### src/hw/lpmc_pkg.sv
// package: modes, states, wake sources and timing constants of the low power mode controller
package lpmc_pkg;

   localparam int CLK_HZ            = 50_000_000;
   localparam int IRC_HZ            = 12_000_000;
   // resume delays after deep-sleep, counted in cycles of the previous source
   localparam int IRC_RESUME_CYC    = 4;
   localparam int XTAL_RESUME_CYC   = 4096;
   // irc start-up and flash start-up times, in nanoseconds
   localparam int IRC_START_NS      = 60_000;
   localparam int FLASH_START_NS    = 100_000;
   localparam int IRC_START_CYC     = (IRC_START_NS / 1000) * (CLK_HZ / 1_000_000);
   localparam int FLASH_START_IRC   = (FLASH_START_NS / 1000) * (IRC_HZ / 1_000_000);
   // irc cycle emulated as a divider of the system clock, rounded up
   localparam int IRC_DIV           = (CLK_HZ + IRC_HZ - 1) / IRC_HZ;
   localparam int NUM_WAKE          = 13;
   localparam int CNT_W             = 16;

   // wake source bit positions
   localparam int WK_NMI  = 0;
   localparam int WK_EXT0 = 1;
   localparam int WK_EXT3 = 4;
   localparam int WK_GPIO = 5;
   localparam int WK_WOL  = 6;
   localparam int WK_BOD  = 7;
   localparam int WK_RTC  = 8;
   localparam int WK_USB  = 9;
   localparam int WK_CAN  = 10;
   localparam int WK_WDT  = 11;
   localparam int WK_OTHER = 12;

   typedef enum logic [1:0] {
      LPMC_REQ_SLEEP = 2'h0,
      LPMC_REQ_DEEP  = 2'h1,
      LPMC_REQ_PDOWN = 2'h2,
      LPMC_REQ_NONE  = 2'h3
   } lpmc_mode_t;

   typedef enum logic [5:0] {
      LPMC_RUN    = 6'h01,
      LPMC_SLEEP  = 6'h02,
      LPMC_DEEP   = 6'h04,
      LPMC_PDOWN  = 6'h08,
      LPMC_OSC_UP = 6'h10,
      LPMC_RESUME = 6'h20
   } lpmc_state_t;

   typedef struct packed {
      logic cpu_clk_en;
      logic flash_pwr_en;
      logic sram_en;
      logic dma_clk_en;
      logic irc_out_en;
      logic irc_pwr_en;
      logic main_osc_en;
      logic rtc_osc_en;
      logic pll_en;
      logic pll_connect;
      logic clkdiv_clear;
      logic clksel_reset;
      logic pin_hold;
      logic wdt_osc_en;
      logic flash_access_en;
   } lpmc_ctrl_t;

endpackage : lpmc_pkg

### src/hw/lpmc_wake_qual.sv
// wake source qualifier: masks raw interrupt levels per mode
module lpmc_wake_qual
   import lpmc_pkg::*;
#(
   parameter int N = NUM_WAKE
) (
   input  wire logic [N-1:0] irq_i,
   input  wire logic [N-1:0] enable_i,
   input  wire logic         clockless_i,
   output wire logic         wake_o
);
   // sources able to operate with clocks stopped
   localparam logic [N-1:0] CLOCKLESS_MASK = N'({1'b0, {(N-1){1'b1}}});

   wire logic [N-1:0] active_any       = irq_i & enable_i;
   wire logic [N-1:0] active_clockless = active_any & CLOCKLESS_MASK;

   assign wake_o = clockless_i ? (|active_clockless) : (|active_any);

endmodule : lpmc_wake_qual

### src/hw/lpmc_timer.sv
// down counter with a tick enable, expires once per nonzero load
module lpmc_timer
   import lpmc_pkg::*;
#(
   parameter int W = CNT_W
) (
   input  wire logic         clk_i,
   input  wire logic         reset_i,
   input  wire logic         load_i,
   input  wire logic [W-1:0] value_i,
   input  wire logic         tick_i,
   output wire logic         busy_o,
   output wire logic         done_o
);
   logic [W-1:0] count;
   logic         run;

   wire logic last = run && tick_i && (count == W'(1));

   always_ff @(posedge clk_i) begin
      if (reset_i) begin
         count <= '0;
         run   <= 1'b0;
      end else if (load_i) begin
         count <= value_i;
         run   <= (value_i != '0);
      end else if (run && tick_i) begin
         count <= count - W'(1);
         run   <= !last;
      end
   end

   assign busy_o = run;
   assign done_o = last;

endmodule : lpmc_timer

### src/hw/lpmc_top.sv
// low power mode controller: sleep, deep-sleep and power-down entry, wake and resume timing
// Operation
// - sleep keeps dma and peripheral access, disables flash and main sram.
// - any enabled active interrupt ends sleep.
// - deep-sleep stops oscillator and clocks, keeps state, holds pins static.
// - deep-sleep gates irc output but keeps irc powered.
// - deep-sleep keeps the rtc oscillator running.
// - deep-sleep turns off and disconnects pll, clears clock dividers.
// - deep-sleep keeps flash powered.
// - deep-sleep ends on reset or an enabled clockless interrupt.
// - listed wake sources wake deep-sleep when enabled.
// - resume after 4 cycles from irc, 4096 cycles from main oscillator.
// - power-down does deep-sleep actions plus removes irc and flash power.
// - power-down stops irc, main oscillator, clocks; rtc only if enabled.
// - power-down forces flash into power-down.
// - power-down turns off plls, resets clock muxes and dividers.
// - a running watchdog keeps running through power-down.
// - flash wake timer counts 100 us of irc cycles, blocks flash access.
module lpmc_top
   import lpmc_pkg::*;
#(
   parameter int XTAL_CYC   = XTAL_RESUME_CYC,
   parameter int IRC_UP_CYC = IRC_START_CYC
) (
   input  wire logic                CLK_I,
   input  wire logic                RESET_I,
   input  wire logic                REQ_VALID_I,
   input  wire lpmc_mode_t          REQ_MODE_I,
   input  wire logic                PREV_SRC_IRC_I,
   input  wire logic                RTC_ENABLED_I,
   input  wire logic                WDT_RUNNING_I,
   input  wire logic [NUM_WAKE-1:0] WAKE_IRQ_I,
   input  wire logic [NUM_WAKE-1:0] WAKE_EN_I,
   output wire logic                REQ_READY_O,
   output lpmc_ctrl_t               CTRL_O,
   output wire logic                RESUMED_O,
   output wire lpmc_state_t         STATE_O
);
   // wake lines come from pins and other domains
   logic [NUM_WAKE-1:0] irq_meta;
   logic [NUM_WAKE-1:0] irq_sync;
   always_ff @(posedge CLK_I) begin
      irq_meta <= WAKE_IRQ_I;
      irq_sync <= irq_meta;
   end

   lpmc_state_t state;
   lpmc_state_t next_state;
   logic        prev_irc;
   logic        pd_mode;
   logic [7:0]  div_cnt;
   lpmc_ctrl_t  next_ctrl;
   lpmc_ctrl_t  ctrl;

   wire logic wake;
   wire logic clockless = (state == LPMC_DEEP) || (state == LPMC_PDOWN);
   lpmc_wake_qual #(.N(NUM_WAKE)) u_qual (
      .irq_i       (irq_sync),
      .enable_i    (WAKE_EN_I),
      .clockless_i (clockless),
      .wake_o      (wake)
   );

   // irc tick: one pulse per emulated irc cycle
   wire logic irc_tick = (div_cnt == 8'(IRC_DIV - 1));
   always_ff @(posedge CLK_I) begin
      if (RESET_I || irc_tick) begin
         div_cnt <= 8'h00;
      end else begin
         div_cnt <= div_cnt + 8'h01;
      end
   end

   wire logic accept = (state == LPMC_RUN) && REQ_VALID_I && (REQ_MODE_I != LPMC_REQ_NONE);
   assign REQ_READY_O = (state == LPMC_RUN);

   // oscillator start-up phase used only by power-down wake from irc
   wire logic up_busy;
   wire logic up_done;
   wire logic up_load = (state == LPMC_PDOWN) && wake && prev_irc;
   lpmc_timer #(.W(CNT_W)) u_osc_up (
      .clk_i   (CLK_I),
      .reset_i (RESET_I),
      .load_i  (up_load),
      .value_i (CNT_W'(IRC_UP_CYC)),
      .tick_i  (1'b1),
      .busy_o  (up_busy),
      .done_o  (up_done)
   );

   // resume counter: four irc cycles or xtal cycles
   wire logic res_busy;
   wire logic res_done;
   wire logic deep_wake = (state == LPMC_DEEP) && wake;
   wire logic pd_xtal   = (state == LPMC_PDOWN) && wake && !prev_irc;
   wire logic res_load  = deep_wake || pd_xtal || up_done;
   wire logic [CNT_W-1:0] res_val = prev_irc ? CNT_W'(IRC_RESUME_CYC)
                                             : CNT_W'(XTAL_CYC);
   logic res_tick_irc;
   always_ff @(posedge CLK_I) begin
      if (RESET_I) begin
         res_tick_irc <= 1'b0;
      end else if (res_load) begin
         res_tick_irc <= prev_irc;
      end
   end
   lpmc_timer #(.W(CNT_W)) u_resume (
      .clk_i   (CLK_I),
      .reset_i (RESET_I),
      .load_i  (res_load),
      .value_i (res_val),
      .tick_i  (res_tick_irc ? irc_tick : 1'b1),
      .busy_o  (res_busy),
      .done_o  (res_done)
   );

   // flash wake timer runs on irc cycles from power-down wake
   wire logic fl_busy;
   wire logic fl_load = (state == LPMC_PDOWN) && wake;
   lpmc_timer #(.W(CNT_W)) u_flash (
      .clk_i   (CLK_I),
      .reset_i (RESET_I),
      .load_i  (fl_load),
      .value_i (CNT_W'(FLASH_START_IRC)),
      .tick_i  (irc_tick),
      .busy_o  (fl_busy),
      .done_o  ()
   );

   // flash is blocked from the wake edge on, before the timer shows busy
   wire logic fl_block = fl_busy || fl_load;
   // the entry edge acts on the requested mode, never on a stale power-down flag
   wire logic pd_now   = accept ? (REQ_MODE_I == LPMC_REQ_PDOWN) : pd_mode;

   always_comb begin
      next_state = state;
      unique case (state)
         LPMC_RUN: begin
            if (accept) begin
               unique case (REQ_MODE_I)
                  LPMC_REQ_SLEEP: next_state = LPMC_SLEEP;
                  LPMC_REQ_DEEP:  next_state = LPMC_DEEP;
                  default:        next_state = LPMC_PDOWN;
               endcase
            end
         end
         LPMC_SLEEP:  if (wake) next_state = LPMC_RUN;
         LPMC_DEEP:   if (wake) next_state = LPMC_RESUME;
         LPMC_PDOWN:  if (wake) next_state = prev_irc ? LPMC_OSC_UP : LPMC_RESUME;
         LPMC_OSC_UP: if (up_done) next_state = LPMC_RESUME;
         LPMC_RESUME: if (res_done) next_state = LPMC_RUN;
         default:     next_state = LPMC_RUN;
      endcase
   end

   // output controls per state; clocks stay stopped until resume completes
   always_comb begin
      next_ctrl = '{cpu_clk_en: 1'b1, flash_pwr_en: 1'b1, sram_en: 1'b1, dma_clk_en: 1'b1,
                    irc_out_en: 1'b1, irc_pwr_en: 1'b1, main_osc_en: 1'b1, rtc_osc_en: 1'b1,
                    pll_en: 1'b1, pll_connect: 1'b1, clkdiv_clear: 1'b0, clksel_reset: 1'b0,
                    pin_hold: 1'b0, wdt_osc_en: 1'b1, flash_access_en: !fl_block};
      unique case (next_state)
         LPMC_SLEEP: begin
            next_ctrl.cpu_clk_en   = 1'b0;
            next_ctrl.flash_pwr_en = 1'b0;
            next_ctrl.sram_en      = 1'b0;
            next_ctrl.flash_access_en = 1'b0;
         end
         LPMC_DEEP, LPMC_PDOWN, LPMC_OSC_UP, LPMC_RESUME: begin
            next_ctrl.cpu_clk_en   = 1'b0;
            next_ctrl.dma_clk_en   = 1'b0;
            next_ctrl.main_osc_en  = 1'b0;
            next_ctrl.irc_out_en   = 1'b0;
            next_ctrl.pin_hold     = 1'b1;
            next_ctrl.pll_en       = 1'b0;
            next_ctrl.pll_connect  = 1'b0;
            next_ctrl.clkdiv_clear = 1'b1;
            next_ctrl.rtc_osc_en   = 1'b1;
            next_ctrl.wdt_osc_en   = WDT_RUNNING_I;
            next_ctrl.flash_pwr_en = 1'b1;
            if (pd_now) begin
               next_ctrl.irc_pwr_en   = 1'b0;
               next_ctrl.flash_pwr_en = 1'b0;
               next_ctrl.flash_access_en = 1'b0;
               next_ctrl.clksel_reset = 1'b1;
               next_ctrl.rtc_osc_en   = RTC_ENABLED_I;
               next_ctrl.wdt_osc_en   = WDT_RUNNING_I;
            end
            if (next_state == LPMC_OSC_UP || next_state == LPMC_RESUME) begin
               next_ctrl.irc_pwr_en   = 1'b1;
               next_ctrl.main_osc_en  = !prev_irc;
               next_ctrl.flash_pwr_en = 1'b1;
               next_ctrl.flash_access_en = !fl_block;
            end
         end
         default: begin
            next_ctrl.flash_access_en = !fl_block;
         end
      endcase
   end

   always_ff @(posedge CLK_I) begin
      if (RESET_I) begin
         state    <= LPMC_RUN;
         prev_irc <= 1'b1;
         pd_mode  <= 1'b0;
         ctrl     <= '{default: 1'b1, clkdiv_clear: 1'b0, clksel_reset: 1'b0, pin_hold: 1'b0};
      end else begin
         state <= next_state;
         ctrl  <= next_ctrl;
         if (accept) begin
            prev_irc <= PREV_SRC_IRC_I;
            pd_mode  <= (REQ_MODE_I == LPMC_REQ_PDOWN);
         end else if (state == LPMC_RUN && !fl_busy) begin
            pd_mode  <= 1'b0;
         end
      end
   end

   assign CTRL_O    = ctrl;
   assign STATE_O   = state;
   assign RESUMED_O = (state == LPMC_RESUME) && res_done;

   // cycles already spent in the current state; delay ranges cannot span the xtal wait
   logic [CNT_W-1:0] state_age;
   always_ff @(posedge CLK_I) begin
      if (RESET_I || next_state != state) begin
         state_age <= '0;
      end else begin
         state_age <= state_age + CNT_W'(1);
      end
   end

   // checks
   a_sleep_no_mem: assert property (@(posedge CLK_I) disable iff (RESET_I)
      state == LPMC_SLEEP |-> !ctrl.sram_en && !ctrl.flash_pwr_en && ctrl.dma_clk_en)
      else $error("sleep memory gating wrong");
   a_sleep_wake: assert property (@(posedge CLK_I) disable iff (RESET_I)
      state == LPMC_SLEEP && wake |=> state == LPMC_RUN)
      else $error("sleep did not end on wake");
   a_deep_gates: assert property (@(posedge CLK_I) disable iff (RESET_I)
      state == LPMC_DEEP |-> !ctrl.pll_en && ctrl.clkdiv_clear && ctrl.irc_pwr_en
                            && !ctrl.irc_out_en && ctrl.flash_pwr_en && ctrl.rtc_osc_en)
      else $error("deep-sleep gating wrong");
   a_irc_resume: assert property (@(posedge CLK_I) disable iff (RESET_I)
      $rose(state == LPMC_RESUME) && res_tick_irc |-> ##[1:40] state == LPMC_RUN)
      else $error("irc resume too slow");
   a_pd_gates: assert property (@(posedge CLK_I) disable iff (RESET_I)
      state == LPMC_PDOWN |-> !ctrl.irc_pwr_en && !ctrl.flash_pwr_en && ctrl.clksel_reset
                             && ctrl.wdt_osc_en == $past(WDT_RUNNING_I))
      else $error("power-down gating wrong");
   a_flash_block: assert property (@(posedge CLK_I) disable iff (RESET_I)
      pd_mode && fl_busy && state == LPMC_RUN |=> !ctrl.flash_access_en)
      else $error("flash accessed during start-up");
   a_no_req_entry: assert property (@(posedge CLK_I) disable iff (RESET_I)
      state == LPMC_RUN && !accept |=> state == LPMC_RUN)
      else $error("mode entered without request");
   a_deep_clockless: assert property (@(posedge CLK_I) disable iff (RESET_I)
      state == LPMC_DEEP && !wake |=> state == LPMC_DEEP)
      else $error("deep-sleep left without wake");
   a_deep_wake: assert property (@(posedge CLK_I) disable iff (RESET_I)
      state == LPMC_DEEP && wake |=> state == LPMC_RESUME)
      else $error("deep-sleep ignored a wake source");
   a_deep_clocks: assert property (@(posedge CLK_I) disable iff (RESET_I)
      state == LPMC_DEEP |-> !ctrl.cpu_clk_en && !ctrl.dma_clk_en && !ctrl.main_osc_en && ctrl.pin_hold)
      else $error("deep-sleep clocks or pins wrong");
   a_deep_wdt: assert property (@(posedge CLK_I) disable iff (RESET_I)
      state == LPMC_DEEP |-> ctrl.wdt_osc_en == $past(WDT_RUNNING_I))
      else $error("deep-sleep watchdog clock wrong");

   a_pd_clocks: assert property (@(posedge CLK_I) disable iff (RESET_I)
      state == LPMC_PDOWN |-> !ctrl.main_osc_en && !ctrl.cpu_clk_en && !ctrl.irc_out_en
                             && ctrl.rtc_osc_en == $past(RTC_ENABLED_I))
      else $error("power-down clocks wrong");
   a_pd_plls: assert property (@(posedge CLK_I) disable iff (RESET_I)
      state == LPMC_PDOWN |-> !ctrl.pll_en && !ctrl.pll_connect && ctrl.clkdiv_clear
                             && ctrl.clksel_reset)
      else $error("power-down pll or mux reset wrong");
   a_flash_held: assert property (@(posedge CLK_I) disable iff (RESET_I)
      fl_busy |-> !ctrl.flash_access_en)
      else $error("flash open before start-up ended");
   a_osc_stay: assert property (@(posedge CLK_I) disable iff (RESET_I)
      state == LPMC_OSC_UP && !up_done |=> state == LPMC_OSC_UP)
      else $error("oscillator start-up cut short");
   a_osc_up_len: assert property (@(posedge CLK_I) disable iff (RESET_I)
      state == LPMC_OSC_UP && up_done |-> state_age == CNT_W'(IRC_UP_CYC - 1))
      else $error("oscillator start-up length wrong");

   a_xtal_len: assert property (@(posedge CLK_I) disable iff (RESET_I)
      RESUMED_O && !res_tick_irc |-> state_age == CNT_W'(XTAL_CYC - 1))
      else $error("xtal resume length wrong");
   a_irc_len: assert property (@(posedge CLK_I) disable iff (RESET_I)
      RESUMED_O && res_tick_irc |-> state_age < CNT_W'(IRC_RESUME_CYC * IRC_DIV)
                                   && state_age >= CNT_W'((IRC_RESUME_CYC - 1) * IRC_DIV))
      else $error("irc resume length wrong");
   a_resume_pulse: assert property (@(posedge CLK_I) disable iff (RESET_I)
      RESUMED_O |=> state == LPMC_RUN && ctrl.cpu_clk_en)
      else $error("core not restarted after resume");
   a_accept_enter: assert property (@(posedge CLK_I) disable iff (RESET_I)
      accept |=> state != LPMC_RUN)
      else $error("accepted request not entered");

   c_sleep: cover property (@(posedge CLK_I) state == LPMC_SLEEP ##[1:20] state == LPMC_RUN);
   c_deep: cover property (@(posedge CLK_I) state == LPMC_DEEP ##1 state == LPMC_RESUME);
   c_pd_irc: cover property (@(posedge CLK_I) state == LPMC_OSC_UP ##1 state == LPMC_RESUME);
   c_pd_xtal: cover property (@(posedge CLK_I) state == LPMC_PDOWN ##1 state == LPMC_RESUME);
   c_flash_ready: cover property (@(posedge CLK_I) $fell(fl_busy));

endmodule : lpmc_top

### config.mk
export PLATFORM = sky130hd
export DESIGN_NAME = lpmc_top
export DESIGN_NICKNAME = d
export VERILOG_FILES = /design/src/hw/lpmc_pkg.sv /design/src/hw/lpmc_wake_qual.sv /design/src/hw/lpmc_timer.sv /design/src/hw/lpmc_top.sv
export SDC_FILE = /design/constraint.sdc
export NUM_CORES = 1
export LEC_CHECK = 0
export ABC_AREA = 1
export CAP_MARGIN = 40
export CORE_AREA = 4 4 92 94
export DETAILED_ROUTE_END_ITERATION = 8
export DIE_AREA = 0 0 96 98
export DONT_BUFFER_PORTS = 1
export GPL_TIMING_DRIVEN = 0
export PLACE_DENSITY = 0.77
export SETUP_SLACK_MARGIN = 0.15
export SKIP_CTS_REPAIR_TIMING = 1
export SYNTH_ARGS = -nofsm -noshare
export SYNTH_HDL_FRONTEND = slang
export SYNTH_SLANG_ARGS = --single-unit
export TNS_END_PERCENT = 100
### constraint.sdc
create_clock -name CLK_I -period 1.9 [get_ports CLK_I]
set_input_delay 0.38 -clock CLK_I [delete_from_list [all_inputs] [get_ports CLK_I]]
set_output_delay 0.38 -clock CLK_I [all_outputs]
set_load 0.01 [all_outputs]
; ---- Word level (Yosys, flattened, before mapping)
; Cells that the tools add are included.
[classes]
add_sub_neg = 4
n_eq_ne = 18
mux = 38
bitwise_logic = 3
reduce_logical = 39
[ops]
columns = op, n
row1 = $eq A16 B1 Y1 const B, 3
row2 = $sub A16 B1 Y16 const B, 3
row3 = $mux W6, 7
row4 = $pmux W6 S6, 1
row5 = $mux W11, 3
row6 = $mux W16, 2
row7 = $mux W12, 2
row8 = $mux W1, 18
row9 = $reduce_bool A16 Y1, 1
row10 = $and A13 B13 Y13, 1
row11 = $logic_and A1 B1 Y1, 13
row12 = $mux W13, 1
row13 = $reduce_or A13 Y1, 1
row14 = $eq A6 B2 Y1 const B, 2
row15 = $eq A6 B3 Y1 const B, 2
row16 = $eq A6 B4 Y1 const B, 2
row17 = $eq A6 B5 Y1 const B, 2
row18 = $eq A6 B6 Y1 const B, 2
row19 = $reduce_or A12 Y1, 1
row20 = $add A8 B1 Y8 const B, 1
row21 = $eq A8 B3 Y1 const B, 1
row22 = $pmux W4 S2, 1
row23 = $reduce_bool A2 Y1, 4
row24 = $eq A6 B1 Y1 const B, 1
row25 = other kinds (13), 27
[totals]
register_bits = 109
in_bits = 34
out_inout_bits = 23

; ---- Longest topological paths before layout
; Gate-level depths: netlist of the first run.
[depth]
ltp_word = 10
depth_mapped = 14
mapped_depth_nobuf = 14

; ---- Modules after synthesis
; From an unflattened synthesis of the first run, not the netlist that was laid out.
[unflattened]
cells_unflattened = 892
hier_area_um2 = 6044.5
[modules_own_cells]
columns = mod, n_inst, cells_per_inst, area_each_um2, seq_area_each_um2
row1 = lpmc_timer, 3, 213, 1316.3, 340.3
row2 = lpmc_top, 1, 223, 1979.4, 1081.0
row3 = lpmc_wake_qual, 1, 30, 116.4, 0.0

; ---- Worst setup path after synthesis of the first run
; Ideal clock, no wire load.
[synth_timing]
path_kind = register to register
startpoint = reg div_cnt[0]
endpoint = reg ctrl, in the netlist CTRL_O[0]
arrival_time_ns = 1.487
required_ns = 1.785
setup_slack_ns = 0.298
stages_incl_launch_ff = 12
period_less_slack_ns = 1.602
cell_sequence = dfxtp_1 > inv_1 > ha_1 > nand3_2 > o21ai_2 > nand3_1 > nand2_1 > nand3_2 > nor2_4 > o21ai_2 > nor2_1 > nor2_1
[synth_via]
elab_chain_cells = 10
[synth_lines]
columns = element, line
row1 = "start, declared", lpmc_top.sv:51  ; logic [7:0] div_cnt;
row2 = "start signal, assigned", lpmc_top.sv:70  ; div_cnt <= div_cnt + 8'h01;
row3 = $eq A8 B3 Y1 (*), lpmc_top.sv:65  ; wire logic irc_tick = (div_cnt == 8'(IRC_DIV - 1));
row4 = $mux W1 (*), lpmc_top.sv:112  ; .tick_i (res_tick_irc ? irc_tick : 1'b1),
row5 = $logic_and A1 B1 Y1 (*) (2 in series), lpmc_timer.sv:18  ; wire logic last = run && tick_i && (count == W'(1));
row6 = $mux W6 (*), lpmc_top.sv:151  ; LPMC_RESUME: if (res_done) next_state = LPMC_RUN;
row7 = $pmux W6 S6 (*), lpmc_top.sv:137  ; unique case (state)
row8 = $eq A6 B5 Y1 or $eq A6 B6 Y1 (tied branches), "lpmc_top.sv:162, lpmc_top.sv:189"
row9 = $logic_or A1 B1 Y1, lpmc_top.sv:189  ; if (next_state == LPMC_OSC_UP || next_state == LPMC_RESUME) begin
row10 = $mux W1, lpmc_top.sv:189
row11 = $pmux W1 S2 (*), lpmc_top.sv:162  ; unique case (next_state)
row12 = "end signal, assigned", lpmc_top.sv:210  ; ctrl <= next_ctrl;
row13 = "end, declared", lpmc_top.sv:53  ; lpmc_ctrl_t ctrl;
; Every way passes the cells marked *; elsewhere a longest branch is shown, timed or not.
; A chain may end at the register's enable or synchronous reset.

; ---- Worst setup path after layout of the first run
[layout_timing]
startpoint = reg u_resume.count[1]
endpoint = out RESUMED_O
[layout_via]
elab_chain_cells = 3
[layout_lines]
columns = element, line
row1 = "start, declared", lpmc_timer.sv:15  ; logic [W-1:0] count;
row2 = "start signal, assigned", lpmc_timer.sv:25  ; count <= value_i;
row3 = "start signal, assigned", lpmc_timer.sv:28  ; count <= count - W'(1);
row4 = $eq A16 B1 Y1, lpmc_timer.sv:18
row5 = $logic_and A1 B1 Y1, lpmc_timer.sv:18
row6 = $logic_and A1 B1 Y1, lpmc_top.sv:222  ; assign RESUMED_O = (state == LPMC_RESUME) && res_done;
row7 = "end, declared", lpmc_top.sv:36  ; output wire logic RESUMED_O,
; Every way passes these cells.

==> flow_metrics.py, run 1 <==
metrics = {
    "outcome": {
        "outcome": "finished with violations",
        "violations": "setup timing",
    },
    "synth": {
        "ys.flop_type": "dfxtp_1",
        "yosysTopAreaCellShare": 0.447,
        "ys_types": 41,
        "synth.avg_cell_area_um2": 7.73,
        "ys_async_sr_fraction": 0,
        "synthTopCellsByArea": "dfxtp_1 45%, nand2_1 9.3%, nor2_1 7.2%",
        "yosys_warnings": 0,
        "synth_edf_count": 0,
        "netlist_area_um2": 4700,
        "syn_inst": 608,
        "ys_ff_latch": 105,
        "yosysMostFrequentCell": "nand2_1",
        "ys_seq_area_frac": 0.447,
        "syn_nets": 650,
        "yosys-top-cells-count": "117 x nand2_1, 105 x dfxtp_1, 90 x nor2_1",
        "synth_area_leader_cell": "dfxtp_1",
    },
    "sta": {
        "max_freq_mhz": 516,
        "setup-tns-final_ps": -39.4,
        "slew_headroom": 0.568,
        "worstMarginPinSlew_ps": 648,
        "grt_setup_unrepaired": "yes",
        "setup_viol": 1,
        "final-hold-violation-count": 0,
        "slew_viol_final": 0,
        "period_needed_ps": 1940,
        "clock_skew_ps": 13.6,
        "fin_crit_sh": 1.02,
        "fin_ws_ps": -39.4,
    },
    "floorplanning": {
        "io_pins": 57,
        "core_area_um2": 7650,
        "fp-row-count": 32,
        "die_x_um": 96,
        "initial_core_util": 0.615,
        "die-height_um": 98,
        "die_area_um2": 9410,
    },
    "grt": {
        "grt-ovfl-total": 0,
        "first_global_vias": 3678,
        "grt_util_all_layers": 0.211,
        "antenna_found_initial": 0,
        "grt_max_degree": 22,
        "grt_pass1_wl_mm": 16.2,
    },
    "worst_setup_path": {
        "cp_slowest_cell": "dfxtp_2",
        "timing.rr.start": "STATE_O[3]",
        "path_cells": "inv_2, ha_4, inv_2, nor3_2, nand2_1, nor2_2, nand3_2, inv_2, nand2_4, inv_4",
        "crit_path_start_kind": "register",
        "max_stage_delay_ps": 340,
        "worstSetupPathType": "register to output pin",
        "cp.required_ps": 1520,
        "r2r_cells": 11,
        "endpoint_kind": "output pin",
        "critPathArrivalTime_ps": 1560,
        "reg2reg_slack_ps": 60,
        "rr_endpoint": "CTRL_O[0]",
        "critical_path_peak_fanout": 2,
        "crit_path_frequent_cell": "inv_2",
    },
    "hold_path": {
        "min_path_cells": 0,
        "hold_class": "input port to register",
        "holdPathEnd": "irq_meta[9]",
        "min_from": "WAKE_IRQ_I[9]",
    },
    "detailed_routing": {
        "vias": 4002,
        "wl_per_cell_um": 13.8,
        "drt-initial-drc-count": 168,
        "drc": 0,
        "drtPass1Iterations": 5,
        "wl_mm": 10.4,
        "final_antenna_net_count": 0,
        "viasPerCell": 5.35,
    },
    "clock_tree": {
        "clkTransAtPathRegs_ps": 110,
        "clock-root-buffer": "clkbuf_8",
        "cts.path.max_buffers": 2,
        "cts.sinks": 105,
        "clkLatencyLatePin_ps": 370,
        "h-tree-depth": 3,
        "cts_tree": "built",
        "cts_buffers": 9,
    },
    "place": {
        "gp_congestion": 0.853,
        "io_buffers": 0,
        "post-dp-hpwl_mm": 7.15,
        "dpl-instance-area_um2": 4830,
    },
    "power_and_ir_drop": {
        "leakagePower_nw": 2.39,
        "powerDensity_nw_per_um2": 769,
        "ir_worst_vdd_uv": 519,
    },
    "flow_run": {
        "max-cap-violations": 0,
    },
    "finish": {
        "final_nets": 683,
        "fin_util": 0.724,
        "drive_gt1_frac": 0.263,
        "final_area_um2": 5530,
        "antenna_cells": 0,
        "area_growth_pct": 17.7,
    },
}
-- cells in the final DEF (no fill, tap or decap), types with 4 or more instances in the layout --
cell type	count
nor3_2	5
o21ai_0	9
buf_4	26
nor2_2	20
xnor2_1	7
a31oi_1	6
o21ai_1	4
clkbuf_8	9
dfxtp_4	5
inv_2	14
nand3_2	10
dfxtp_2	7
nor2_4	17
xor2_1	17
nor3_1	7
a21oi_1	27
nand4_1	14
dfxtp_1	93
nor2_1	70
nand2_4	8
inv_1	64
ha_1	6
nand2_2	14
nor4_1	9
nand2_1	106
a21oi_2	5
nand3_1	22
-- worst max path at each step --
stage | from | endpoint | slack (ps) | depth (start not counted)
final | u_resume.count[1] | RESUMED_O | -40 | 10
after global routing | u_resume.count[1] | RESUMED_O | -130 | 10
after CTS | div_cnt[0] | RESUMED_O | -280 | 8
after detailed placement | STATE_O[3] | CTRL_O[0] | -40 | 10
after global placement | div_cnt[0] | CTRL_O[0] | 20 | 11
after floorplan | div_cnt[0] | CTRL_O[0] | 300 | 11
-- where the power goes --
part	internal [W]	total (W)	switching, W
sequential	0.00229	0.00237	0.0000847
clock	0.000527	0.00138	0.000856
combinational	0.000190	0.000502	0.000312
-- state kept, by name, indices dropped and copies added, names as in the netlist --
name	cells
u_flash.count	16
u_osc_up.count	16
u_resume.count	16
irq_meta	13
irq_sync	13
CTRL_O	11
div_cnt	8
STATE_O	6
pd_mode	1
prev_irc	1
res_tick_irc	1
u_flash.busy_o	1
u_osc_up.busy_o	1
u_resume.busy_o	1
-- stage by stage --
stage | std cells | setup slack (ps) | hold slack (ps) | power (W)
2_1_floorplan | 608 | 298 | 310 | 0.00273
3_3_place_gp | 710 | 23.3 | 311 | 0.00281
3_5_place_dp | 710 | -39.7 | 312 | 0.00282
4_1_cts | 726 | -282 | 15.5 | 0.00418
5_1_grt | 748 | -135 | 6.05 | 0.00442
6_report | 748 | -39.4 | 26.3 | 0.00426
-- logic make-up (layout without fill, tap and decap cells) --
kind of cell | count (synthesis) | after routing | synth area share
compound gates | 60 | 60 | 0.0748
xor+xnor | 24 | 24 | 0.0447
fa+ha+maj | 8 | 8 | 0.0213
buf+inv | 91 | 129 | 0.0798
flops | 105 | 105 | 0.447
simple gates | 320 | 320 | 0.332
-- worst max-delay path: cells and delay by family (launching register included) --
family | cells | cell delay [ps]
adder cells (fa/ha/maj) | 1 | 120
buffers and inverters | 4 | 250
flip-flops | 1 | 340
AND/OR/NAND/NOR | 5 | 480
-- routing by layer --
metal  part of all wire  track usage  vias up
li1                   -            -     2008
met1               0.40        0.257     1872
met2               0.52        0.358      101
met3              0.064       0.0570       21
met4              0.020       0.0656        0
met5                  0            0        -
-- final cells by class --
cell class | instances | area [µm²]
clock buffer | 9 | 124
multi-input combinational | 412 | 2510
sequential | 105 | 2130
buffer | 11 | 76.3
tap | 102 | 128
fill | 576 | 2110
timing repair buffer | 22 | 180
clock inverter | 7 | 81.3
inverter | 80 | 308
(Power assumes the default switching activity.)
==> inputs of run 2 (changes only) <==
--- a/config.mk
+++ b/config.mk
@@ -7,14 +7,14 @@
 export LEC_CHECK = 0
 export ABC_AREA = 1
 export CAP_MARGIN = 40
-export CORE_AREA = 4 4 92 94
+export CORE_AREA = 4 4 114 116
 export DETAILED_ROUTE_END_ITERATION = 8
-export DIE_AREA = 0 0 96 98
+export DIE_AREA = 0 0 118 120
 export DONT_BUFFER_PORTS = 1
 export GPL_TIMING_DRIVEN = 0
-export PLACE_DENSITY = 0.77
 export SETUP_SLACK_MARGIN = 0.15
 export SKIP_CTS_REPAIR_TIMING = 1
+export SKIP_LAST_GASP = 1
 export SYNTH_ARGS = -nofsm -noshare
 export SYNTH_HDL_FRONTEND = slang
 export SYNTH_SLANG_ARGS = --single-unit
==> run 2 against run 1 <==
  * The flow still finishes with violations (setup timing)
  * Maximum frequency grew 0.85%
  * First-iteration DRC count shrank 0.60%
  * Critical path depth shrank 1
  * Count of clock-buffer cells in the layout is the same
  * Flip-flop and latch count is the same
  * Clock skew shrank 5.7 ps
  * Combinational power shrank 1%
  * Register-to-register slack lost 20 ps
  * Critical path type unchanged
  * Largest power group unchanged
==> flow_metrics.py, run 2 (synthesized netlist as in run 1, its figures left out) <==
metrics = {
    "outcome": {
        "outcome": "finished with violations",
        "violations": "setup timing",
    },
    "detailed_routing": {
        "vias": 3909,
        "final_antenna_net_count": 0,
        "drt-initial-drc-count": 167,
        "drtPass1Iterations": 4,
        "wl_per_cell_um": 13.1,
        "wl_mm": 10.4,
        "viasPerCell": 4.91,
        "drc": 0,
    },
    "sta": {
        "final-hold-violation-count": 0,
        "fin_crit_sh": 1.01,
        "worstMarginPinSlew_ps": 667,
        "fin_ws_ps": -23.2,
        "slew_viol_final": 0,
        "grt_setup_unrepaired": "yes",
        "max_freq_mhz": 520,
        "whs_ps": 47.7,
        "period_needed_ps": 1920,
        "clock_skew_ps": 7.91,
        "slew_headroom": 0.555,
        "setup_viol": 1,
    },
    "power_and_ir_drop": {
        "p_comb_frac": 0.103,
        "leakagePower_nw": 2.49,
        "ir_worst_vdd_uv": 406,
        "internal_power_w": 0.00355,
        "pwr-share-seq": 0.492,
        "clkPwrFrac": 0.405,
        "powerDensity_nw_per_um2": 845,
        "sw_frac_of_total": 0.265,
        "p_sw_w": 0.00128,
    },
    "worst_setup_path": {
        "critPathArrivalTime_ps": 1540,
        "worstSetupPathType": "register to output pin",
        "path_cells": "ha_4, inv_1, nor3_2, nand2_1, nor2_2, nand3_2, inv_2, nand2_4, inv_4",
        "crit_path_start_kind": "register",
        "max_stage_delay_ps": 390,
        "cp.required_ps": 1520,
        "endpoint_kind": "output pin",
        "cp_slowest_cell": "dfxtp_2",
        "critical_path_peak_fanout": 4,
    },
    "finish": {
        "finalNonFillerCells": 796,
        "layout_commonest_cell": "nand2_1",
        "final_nets": 686,
        "mostFrequentLayoutCells": "109 x nand2_1, 86 x dfxtp_1, 73 x nor2_1, 66 x inv_1, 30 x buf_4",
        "antenna_cells": 0,
        "area_growth_pct": 21.6,
        "largestRegisters": "u_flash.count (16), u_osc_up.count (16), u_resume.count (16)",
        "fin_util": 0.480,
        "drive_gt1_frac": 0.270,
    },
    "place": {
        "place_ws_ps": 22.0,
        "gp_congestion": 0.826,
        "post-dp-hpwl_mm": 7.47,
        "io_buffers": 0,
        "dp.cells": 755,
    },
    "floorplanning": {
        "die_x_um": 118,
        "die-height_um": 120,
        "io_pins": 57,
        "core_area_um2": 11900,
        "fp-row-count": 40,
        "die_area_um2": 14200,
        "initial_core_util": 0.395,
    },
    "clock_tree": {
        "cts.sinks": 105,
        "clkTransAtPathRegs_ps": 80,
        "cts.path.max_buffers": 2,
        "cts_tree": "built",
        "h-tree-depth": 3,
        "cts_buffers": 9,
        "clkLatencyLatePin_ps": 350,
        "clock-root-buffer": "clkbuf_16",
    },
    "hold_path": {
        "hold_class": "input port to register",
    },
    "grt": {
        "antenna_found_initial": 1,
        "grt-ovfl-total": 0,
        "grt_pass1_wl_mm": 16.3,
        "first_global_vias": 3535,
        "grt_max_degree": 21,
        "grt_util_all_layers": 0.140,
    },
    "flow_run": {
        "max-cap-violations": 0,
    },
}
==> run 2: cell types whose count changed in the layout (fill, tap and decap cells not counted), moves of 3 or more <==
cell,previous run,this run
buf_4,26,30
nand3_2,10,13
nor2_1,70,73
nor2_2,20,17
clkbuf_8,9,0
nand2_1,106,109
dfxtp_2,7,17
dfxtp_4,5,2
dfxtp_1,93,86
clkbuf_16,0,10
==> run 2: final timing paths <==
kind	slack, ps	start	cells after the start	end
worst min register to register	330	irq_meta[6]	0	irq_sync[6]
worst min-delay path	50	WAKE_IRQ_I[9]	0	irq_meta[9]
worst max register to register	40	u_resume.count[0]	12	CTRL_O[0]
worst max-delay path	-20	u_resume.count[0]	9	RESUMED_O
==> run 2: final cells by class <==
class | instances | area [µm²]
Buffer | 11 | 76.3
Clock buffer | 9 | 225
Fill cell | 1159 | 6190
Timing Repair Buffer | 25 | 205
Clock inverter | 7 | 91.3
Multi-Input combinational cell | 412 | 2500
Sequential cell | 105 | 2130
Inverter | 80 | 308
Tap cell | 147 | 184
==> run 2: power by group through the flow <==
stage | clock (W) | sequential [W] | combinational, W
floorplan | 0 | 0.00240 | 0.000331
global placement | 0 | 0.00242 | 0.000400
detailed placement | 0 | 0.00242 | 0.000407
CTS | 0.00201 | 0.00237 | 0.000409
global route | 0.00211 | 0.00239 | 0.000552
finish | 0.00196 | 0.00238 | 0.000497
==> run 2: critical path, delay by kind of cell, from the launching register on <==
kind          cells  cell delay, ps
fa+ha+maj         1             140
buf+inv           3             190
flops             1             390
simple gates      5             480
==> run 2: layer usage <==
layer  GRT usage  vias to the layer above  share of wire
met4      0.0418                        2          0.014
met1       0.175                     1810           0.44
met3      0.0410                       18          0.051
li1            -                     2016              -
met5           0                        -         0.0012
met2       0.233                       63           0.49
==> run 2: metrics by stage <==
| stage | setup TNS, ps | total power, W | area, µm² |
|---|---|---|---|
| after floorplan | 0 | 0.00273 | 4700 |
| after global placement | 0 | 0.00282 | 4890 |
| after detailed placement | 0 | 0.00283 | 4890 |
| after CTS | -262 | 0.00479 | 5200 |
| after global routing | -388 | 0.00505 | 5720 |
| final | -23.2 | 0.00483 | 5720 |
